==> src/design/low_power_pkg.sv <==
// constants and types for the low-power mode controller
// Function
// RULE_01: halt with stop_select clear enters light sleep.
// RULE_02: halt with stop_select set enters system-stop instead.
// RULE_03: clock generator and system/E clock outputs keep running; CPU stops.
// RULE_04: in sleep, DMA, timer, serial channels, pin controller keep running.
// RULE_05: in system-stop, DMA, timer, serial channels, pin controller stop.
// RULE_06: chip-select, wait-state and refresh controllers run in both modes.
// RULE_07: bus status outputs driven low in either low-power mode.
// RULE_08: RAM and CPU register contents kept while in low-power mode.
// RULE_09: sleep accepts internal and external interrupts.
// RULE_10: system-stop accepts external interrupts only; internal ones not generated.
// RULE_11: power-on or manual reset exits either mode, then reset processing.
// RULE_12: accepted interrupt ends sleep; masked request does not.
// RULE_13: non-maskable interrupt always ends either mode.
// RULE_14: after sleep ends by interrupt, stop_select stays clear.
// RULE_15: unmasked external interrupt ends system-stop; masked one does not.
// RULE_16: after system-stop ends by interrupt, stop_select stays set.
// RULE_17: software stops the DMA controller before halting into system-stop.
// RULE_18: reset clears stop_select so halt defaults to sleep.
// RULE_19: external bus requests are honoured and granted in both modes.
package low_power_pkg;

	localparam logic [7:0] BANK_MODE_CONTROL_OFFSET = 8'h00;
	localparam logic [7:0] STATUS_OFFSET = 8'h04;
	localparam logic [7:0] BANK_MODE_CONTROL_RESET = 8'hA4;
	localparam int STOP_SELECT_BIT = 3;
	localparam logic [2:0] BUS_STATUS_NEGATED = 3'h0;

	typedef enum logic [2:0] {
		RUN_STATE = 3'b001,
		SLEEP_STATE = 3'b010,
		STOP_STATE = 3'b100
	} power_state_t;

	// clock enables fanned out to the chip
	typedef struct packed {
		logic cpuClockEnable;
		logic peripheralClockEnable;
		logic memoryCtrlClockEnable;
		logic clockOutEnable;
	} clock_gates_t;

	// pending interrupt requests, already masked by priority/state registers
	typedef struct packed {
		logic nmi;
		logic extLine0;
		logic extLine1;
		logic internal;
	} wake_requests_t;

endpackage

==> src/design/low_power_mode_control.sv <==
// low-power mode controller: sleep and system-stop sequencing
`timescale 1ns/1ps

module low_power_mode_control
	import low_power_pkg::*;
(
	input wire logic clock,
	input wire logic rst,
	input wire logic [7:0] regAddress,
	input wire logic [7:0] regWriteData,
	input wire logic regWrite,
	input wire logic regRead,
	output logic [7:0] regReadData,
	input wire logic haltExecuted,
	input wire wake_requests_t wakeRequests,
	input wire logic [2:0] cpuBusStatus,
	input wire logic bus_request_in,
	output logic busGrant,
	output clock_gates_t clockGates,
	output logic internalIrqEnable,
	output logic [2:0] bus_status_outputs,
	output logic wakeAccepted,
	output logic stop_select,
	output power_state_t powerState
);

	// ----------------------------------------
	// registers
	// ----------------------------------------
	power_state_t state_reg;
	power_state_t state_next;
	logic [7:0] bankMode_reg;
	logic [7:0] bankMode_next;
	logic [7:0] readData_reg;
	logic [7:0] readData_next;
	logic wake_reg;
	logic [2:0] busStatus_reg;
	logic grant_reg;

	// ----------------------------------------
	// decode
	// ----------------------------------------
	wire logic hitBankMode = regAddress == BANK_MODE_CONTROL_OFFSET;
	wire logic hitStatus = regAddress == STATUS_OFFSET;
	wire logic inRun = state_reg == RUN_STATE;
	wire logic inSleep = state_reg == SLEEP_STATE;
	wire logic inStop = state_reg == STOP_STATE;
	wire logic extWake = wakeRequests.extLine0 | wakeRequests.extLine1;
	// masking is done upstream; only unmasked requests arrive here
	wire logic sleepWake = wakeRequests.nmi | extWake | wakeRequests.internal; // RULE_09 RULE_12 RULE_13
	wire logic stopWake = wakeRequests.nmi | extWake; // RULE_10 RULE_13 RULE_15
	wire logic exitNow = (inSleep & sleepWake) | (inStop & stopWake);

	// bank mode writes only land while the CPU runs, so a wake leaves the bit as it was
	always_comb begin
		bankMode_next = bankMode_reg;
		if (regWrite && hitBankMode && inRun) begin
			bankMode_next = regWriteData;
		end
	end

	always_comb begin
		state_next = state_reg;
		unique case (state_reg)
			RUN_STATE: begin
				if (haltExecuted) begin
					// stop_select picks the depth of the low-power state
					state_next = bankMode_reg[STOP_SELECT_BIT] ? STOP_STATE : SLEEP_STATE; // RULE_01 RULE_02
				end
			end
			SLEEP_STATE: begin
				if (sleepWake) begin
					state_next = RUN_STATE; // RULE_12 RULE_14
				end
			end
			STOP_STATE: begin
				if (stopWake) begin
					state_next = RUN_STATE; // RULE_15 RULE_16
				end
			end
			default: begin
				state_next = RUN_STATE;
			end
		endcase
	end

	always_comb begin
		readData_next = 8'h00;
		if (regRead && hitBankMode) begin
			readData_next = bankMode_reg;
		end else if (regRead && hitStatus) begin
			readData_next = {5'h00, state_reg};
		end
	end

	// ----------------------------------------
	// state
	// ----------------------------------------
	always_ff @(posedge clock) begin
		if (rst) begin
			state_reg <= RUN_STATE; // RULE_11
			bankMode_reg <= BANK_MODE_CONTROL_RESET; // RULE_18
		end else begin
			state_reg <= state_next;
			bankMode_reg <= bankMode_next;
		end
	end

	always_ff @(posedge clock) begin
		if (rst) begin
			readData_reg <= 8'h00;
			wake_reg <= 1'b0;
			busStatus_reg <= BUS_STATUS_NEGATED;
			grant_reg <= 1'b0;
		end else begin
			readData_reg <= readData_next;
			wake_reg <= exitNow;
			busStatus_reg <= (inRun && !haltExecuted) ? cpuBusStatus : BUS_STATUS_NEGATED; // RULE_07
			grant_reg <= bus_request_in; // RULE_19
		end
	end

	// ----------------------------------------
	// outputs
	// ----------------------------------------
	// gating enables only; no state is cleared, so RAM and CPU registers hold
	assign clockGates.cpuClockEnable = inRun; // RULE_03 RULE_08
	assign clockGates.peripheralClockEnable = !inStop; // RULE_04 RULE_05
	assign clockGates.memoryCtrlClockEnable = 1'b1; // RULE_06
	assign clockGates.clockOutEnable = 1'b1; // RULE_03
	assign internalIrqEnable = !inStop; // RULE_10
	assign bus_status_outputs = busStatus_reg;
	assign busGrant = grant_reg;
	assign wakeAccepted = wake_reg;
	assign stop_select = bankMode_reg[STOP_SELECT_BIT];
	assign powerState = state_reg;
	assign regReadData = readData_reg;

endmodule // low_power_mode_control

==> config.mk <==
export PLATFORM = sky130hd
export DESIGN_NAME = low_power_mode_control
export DESIGN_NICKNAME = d
export VERILOG_FILES = /design/src/design/low_power_pkg.sv /design/src/design/low_power_mode_control.sv
export SDC_FILE = /design/constraint.sdc
export NUM_CORES = 1
export LEC_CHECK = 0
export BUFFER_PORTS_ARGS = -buffer_cell sky130_fd_sc_hd__buf_2
export CAP_MARGIN = 20
export CORE_ASPECT_RATIO = 1.5
export CORE_MARGIN = 2
export CORE_UTILIZATION = 39
export DETAILED_ROUTE_END_ITERATION = 12
export GPL_TIMING_DRIVEN = 0
export MAX_ROUTING_LAYER = met4
export PLACE_DENSITY = 0.73
export REMOVE_ABC_BUFFERS = 1
export SETUP_SLACK_MARGIN = 0.15
export SLEW_MARGIN = 20
export SYNTH_ARGS = -nofsm -noshare
export SYNTH_HDL_FRONTEND = slang
export SYNTH_SLANG_ARGS = --single-unit
export TNS_END_PERCENT = 10
==> constraint.sdc <==
create_clock -name clock -period 1.8 [get_ports clock]
set_clock_uncertainty 0.15 [all_clocks]
set_input_delay 0.09 -clock clock [delete_from_list [all_inputs] [get_ports clock]]
set_output_delay 0.09 -clock clock [all_outputs]
set_load 0.005 [all_outputs]
==> results of run 1 <==
[critical path: stages (launching register included)]
cell     delay (ns)
dfxtp_1        0.39
or3b_4         0.46
nor4_4         0.20
buf_12         0.17
mux2i_1        0.19
[cells by family after synthesis]
| group | after synthesis | share of synthesized area, % |
|---|---|---|
| simple gates | 50 | 30.6 |
| flops | 24 | 48.5 |
| mux | 11 | 11.1 |
| buf+inv | 9 | 5.69 |
| compound gates | 5 | 3.67 |
| other cells | 1 | 0.379 |
[Yosys cell counts]
library cell,instances,area share (%)
a2bb2oi_1,1,0.89
buf_6,1,1.1
a211oi_1,1,0.76
nor3b_1,1,0.76
clkbuf_1,3,1.1
nor2b_1,3,1.9
nor3_1,3,1.5
or3_1,3,1.9
nand2b_1,13,8.2
nand2_1,2,0.76
or4_1,2,1.5
nor4_4,1,2.1
a21o_1,1,0.76
conb_1,1,0.38
dfxtp_1,24,49
or3b_1,1,0.89
a22oi_1,1,0.76
inv_1,1,0.38
buf_4,4,3.0
mux2i_1,11,11
and2_1,8,5.1
nor2_1,10,3.8
o21ai_0,1,0.51
nand4b_1,1,0.89
nor4_1,2,1.3
[area by class of cell]
cell class / instances / area share, %
sequential: 24 / 33.7
multi-input combinational: 68 / 31.9
timing repair buffer: 67 / 30.6
tap: 24 / 2.08
clock buffer: 3 / 1.56
inverter: 1 / 0.260
[repair_timing]
item / in CTS / in global routing
resized for setup: 2 / 2
hold buffers: 18 / 0
endpoints found under the hold margin: 18 / 0
endpoints found under the setup margin: 9 / 14
pin swaps: 1 / 0
buffers inserted: 1 / 0
[power breakdown]
group          internal (W)  switching, W  leakage, nW
logic             0.0000813     0.0000499        0.434
clock network     0.0000779      0.000141       0.0138
registers          0.000539    0.00000841        0.195
[metal layers]
metal	track usage, %	routed length (um)	vias to the layer above
li1	-	-	457
met1	18.2	826	429
met2	31.4	1240	33
met3	1.65	104	4
met4	6.62	31	0
met5	-	0	-
[final timing paths]
kind | start | endpoint | slack (ns) | cells after the start
setup / recovery | powerState[1] | bankMode_reg[4] | 0.18 | 4
hold / removal | rst | busGrant | 0.02 | 2
setup reg to reg | powerState[1] | bankMode_reg[4] | 0.18 | 4
hold reg to reg | bankMode_reg[5] | regReadData[5] | 0.33 | 1
[metrics by stage]
step | instances | instance area [sq um]
global route | 187 | 1440
floorplan | 93 | 941
detailed placement | 165 | 1210
CTS | 187 | 1440
finish | 187 | 1440
global placement | 165 | 1210
==> flow_summary_export.csv, run 1 <==
group,metric,value,unit
status,status,"completed",
yosys,synth_cells,100,
drt,vias,923,
power,irDropWorstVdd,353,uV
placement,globalplace.congestion,0.778,
setup_path,critPathMaxFanout,8,
timing,period_needed,1.62,ns
setup_path,arrival,1.71,ns
drt,ant_nets,0,
cts,path_clk_slew,0.12,ns
floorplan,ioPinCount,51,
drt,wirelength,2210,um
floorplan,core,0.00242,sq mm
timing,rsz0062_at_grt,"true",
timing,post-route-period-util,90.2,%
timing,whs,0.0213,ns
final_layout,final_cell_mix,"48 x buf_2, 22 x dfxtp_1, 18 x dlygate4sd3_1",
timing,setup_violations,0,
power,p_per_area,623,mW/mm^2
drt,wire_per_inst,11.8,um
cts,cts_buffers,3,
yosys,synth-warning-count,0,
yosys,ys_seq_area_share,48.5,%
final_layout,diodes,0,
yosys,yosysUniqueCellTypes,25,
drt,drt_iter0_markers,14,
setup_path,critPathKind,"reg -> reg",
final_layout,drive_gt1_share,34.4,%
final_layout,area_growth,45.6,%
drt,viasPerCell,4.94,
yosys,synth_area,990,sq um
cts,clkSinkCount,24,
final_layout,fill_cells,223,
placement,portBuffers,48,
power,total_power,0.000898,W
floorplan,dieHeight,65.7,um
worst_hold_path,hold_path_class,"in -> reg",
global_routing,antenna_found_initial,0,
floorplan,dieArea,0.00296,sq mm
cts,root_buffer,"clkbuf_4",
drt,drc_errors,0,
cts,htree_num_levels,1,
flow_run,cap_violations,0,
setup_path,worstSetupStartpointType,"flip-flop",
drt,drt_pass1_iterations,4,
timing,fin_setup_tns,0,ns
timing,slew_violations,0,
floorplan,rows,22,
final_layout,nets,194,
power,leakagePower,0.643,nW
cts,clk_latency,0.30,ns
timing,slew_headroom,53.1,%
timing,worst_slack,0.176,ns
global_routing,grt_pass1_vias,948,
cts,ctsLongestPathBuffers,2,
placement,pre_cts_slack,-0.379,ns
yosys,syn_avg_cell_area,9.90,sq um
setup_path,cp_data_required_time,1.88,ns
floorplan,die_w,45.1,um
global_routing,grt_max_degree,24,
floorplan,initial_core_util,40.9,%
global_routing,grt_overflow,0,
cts,cts_tree,"built",
timing,hold_viol_final,0,
final_layout,multi_input_area,459,sq um
timing,max_freq,616,MHz
global_routing,grt_pass1_wl,3750,um
final_layout,seq_area,485,sq um
yosys,synth_seq_cells,24,
timing,max_slew.worst_pin.slew,0.697,ns
final_layout,final_common_cell,"buf_2",
final_layout,fin_util,59.5,%
global_routing,grt_util_all_layers,17.2,%
setup_path,cp-end-kind,"flip-flop",
placement,hpwl,1500,um
Note: power is estimated with default switching activity, not from simulation.
==> run 2: changes to the inputs <==
--- a/config.mk
+++ b/config.mk
@@ -13,7 +13,7 @@
 export DETAILED_ROUTE_END_ITERATION = 12
 export GPL_TIMING_DRIVEN = 0
 export MAX_ROUTING_LAYER = met4
-export PLACE_DENSITY = 0.73
+export PLACE_DENSITY = 0.74
 export REMOVE_ABC_BUFFERS = 1
 export SETUP_SLACK_MARGIN = 0.15
 export SLEW_MARGIN = 20
==> flow_summary_export.csv, run 2 (synthesis gave the netlist of run 1 again) <==
group,metric,value,unit
status,status,"completed",
timing,slew_violations,0,
setup_path,cp_data_required_time,1.90,ns
placement,hpwl,1510,um
setup_path,crit_chain,"or3b_4, nor4_4, buf_4, mux2i_1",
worst_hold_path,hold-path-cell-count,2,
global_routing,antenna_found_initial,0,
timing,setup_violations,0,
global_routing,grt_pass1_vias,904,
final_layout,fill_cells,219,
power,power_switching_share,20.3,%
cts,cts_buffers,3,
power,p_per_area,719,mW/mm^2
setup_path,rrSetupSlack,0.19,ns
setup_path,critPathMaxFanout,7,
timing,post-route-period-util,89.6,%
final_layout,nets,195,
drt,vias,903,
power,power_switching,0.000215,W
power,leakagePower,0.661,nW
floorplan,core,0.00242,sq mm
cts,path_clk_slew,0.12,ns
final_layout,area_growth,49.3,%
final_layout,final_common_cell,"buf_2",
timing,max_freq,620,MHz
drt,wirelength,2110,um
cts,htree_num_levels,1,
timing,rsz0062_at_grt,"true",
floorplan,initial_core_util,40.9,%
floorplan,die_w,45.1,um
drt,viasPerCell,4.78,
setup_path,rr_endpoint,"bankMode_reg[0]",
drt,ant_nets,0,
global_routing,grt_overflow,0,
cts,clk_latency,0.31,ns
worst_hold_path,holdPathEnd,"busGrant",
timing,period_needed,1.61,ns
flow_run,cap_violations,0,
power,clkPwrFrac,35.9,%
setup_path,cp_slowest_stage_delay,0.43,ns
timing,hold_viol_final,0,
setup_path,reg2reg_from,"powerState[0]",
drt,drc_errors,0,
worst_hold_path,hold_path_class,"in -> reg",
setup_path,worstSetupStartpointType,"flip-flop",
final_layout,final_cell_mix,"48 x buf_2, 21 x dfxtp_1, 18 x dlygate4sd3_1",
setup_path,cp-end-kind,"flip-flop",
final_layout,diodes,0,
floorplan,ioPinCount,51,
power,p_comb_share,12.5,%
placement,portBuffers,48,
power,power_frac_seq,51.6,%
cts,ctsLongestPathBuffers,2,
floorplan,rows,22,
drt,drt_pass1_iterations,4,
setup_path,arrival,1.71,ns
drt,drt_iter0_markers,11,
global_routing,grt_util_all_layers,15.9,%
floorplan,dieHeight,65.7,um
setup_path,cp_slowest_cell,"or3b_4",
drt,wire_per_inst,11.2,um
cts,cts_tree,"built",
timing,max_slew.worst_pin.slew,0.774,ns
floorplan,dieArea,0.00296,sq mm
global_routing,grt_pass1_wl,3540,um
worst_hold_path,min_from,"rst",
power,total_power,0.00106,W
timing,whs,0.00424,ns
final_layout,drive_gt1_share,36.4,%
setup_path,critPathKind,"reg -> reg",
timing,slew_headroom,47.9,%
setup_path,reg2reg_depth,4,
power,irDropWorstVdd,461,uV
power,internal-power,0.000847,W
global_routing,grt_max_degree,24,
placement,globalplace.congestion,0.764,
cts,root_buffer,"clkbuf_4",
cts,clkSinkCount,24,
-- run 2: changes by cell type in the layout (fill, tap and decap cells not counted) --
cell / change
nor4_1: -1
bufinv_16: +1
dfxtp_1: -1
buf_6: +1
dfxtp_2: +1
buf_12: -1
buf_4: +1
nor4_2: +1
-- run 2: power by group through the flow --
| stage | registers (W) | clock network [W] | logic (W) |
|---|---|---|---|
| after global placement | 0.000559 | 0 | 0.0000964 |
| after detailed placement | 0.000559 | 0 | 0.0000997 |
| final | 0.000548 | 0.000381 | 0.000133 |
| after floorplan | 0.000559 | 0 | 0.0000431 |
| after CTS | 0.000548 | 0.000393 | 0.000133 |
| after global routing | 0.000550 | 0.000415 | 0.000146 |
-- run 2: per-layer routing --
| metal | GRT usage, % | share of wire (%) | up-vias |
|---|---|---|---|
| met5 | - | 0 | - |
| met4 | 7.35 | 1.6 | 0 |
| met3 | 2.20 | 5.5 | 4 |
| met2 | 28.0 | 51 | 36 |
| met1 | 16.9 | 41 | 404 |
| li1 | - | - | 459 |
-- run 2: worst max path at each step --
stage / start / end / slack, ns / cells after the start
floorplan: powerState[0] / bankMode_reg[0] / -0.08 / 3
CTS: regAddress[5] / regReadData[6] / 0.16 / 4
finish: powerState[0] / bankMode_reg[0] / 0.19 / 4
global placement: powerState[0] / bankMode_reg[7] / -0.29 / 3
global route: powerState[0] / bankMode_reg[7] / 0.10 / 4
detailed placement: powerState[0] / bankMode_reg[0] / -0.34 / 3
-- run 2: timing repair --
action                     in CTS  in global routing
setup endpoints to repair       9                 14
hold buffers                   18                  0
gates resized for setup         2                  5
hold endpoints to repair       19                  0
pin swaps                       1                  0
gates cloned                    0                  0
setup buffers                   2                  0
-- run 2: final cells by class --
cell class | instances | area (sq um) | share of cell area (%)
timing repair buffer | 68 | 439 | 29.7
clock buffer | 3 | 22.5 | 1.52
sequential | 24 | 487 | 32.9
multi-input combinational | 68 | 465 | 31.5
inverter | 1 | 3.75 | 0.254
clock inverter | 1 | 30.0 | 2.03
tap | 24 | 30.0 | 2.03
-- run 2: through the flow --
step | setup WS (ns) | TNS, ns | std cells | utilization (%) | instance area, sq um
2_1_floorplan | -0.0846 | -0.677 | 93 | - | 941
3_3_place_gp | -0.292 | -2.82 | 165 | 50.0 | 1210
3_5_place_dp | -0.339 | -3.11 | 165 | 50.0 | 1210
4_1_cts | 0.163 | 0 | 189 | 60.4 | 1460
5_1_grt | 0.104 | 0 | 189 | 61.0 | 1480
6_report | 0.186 | 0 | 189 | 61.0 | 1480
-- run 2: worst max-delay path: cells and delay by family, from the launching register on --
kind	cells	cell delay [ns]
buffers and inverters	1	0.18
flip-flops	1	0.41
AND/OR/NAND/NOR	2	0.63
multiplexers	1	0.18
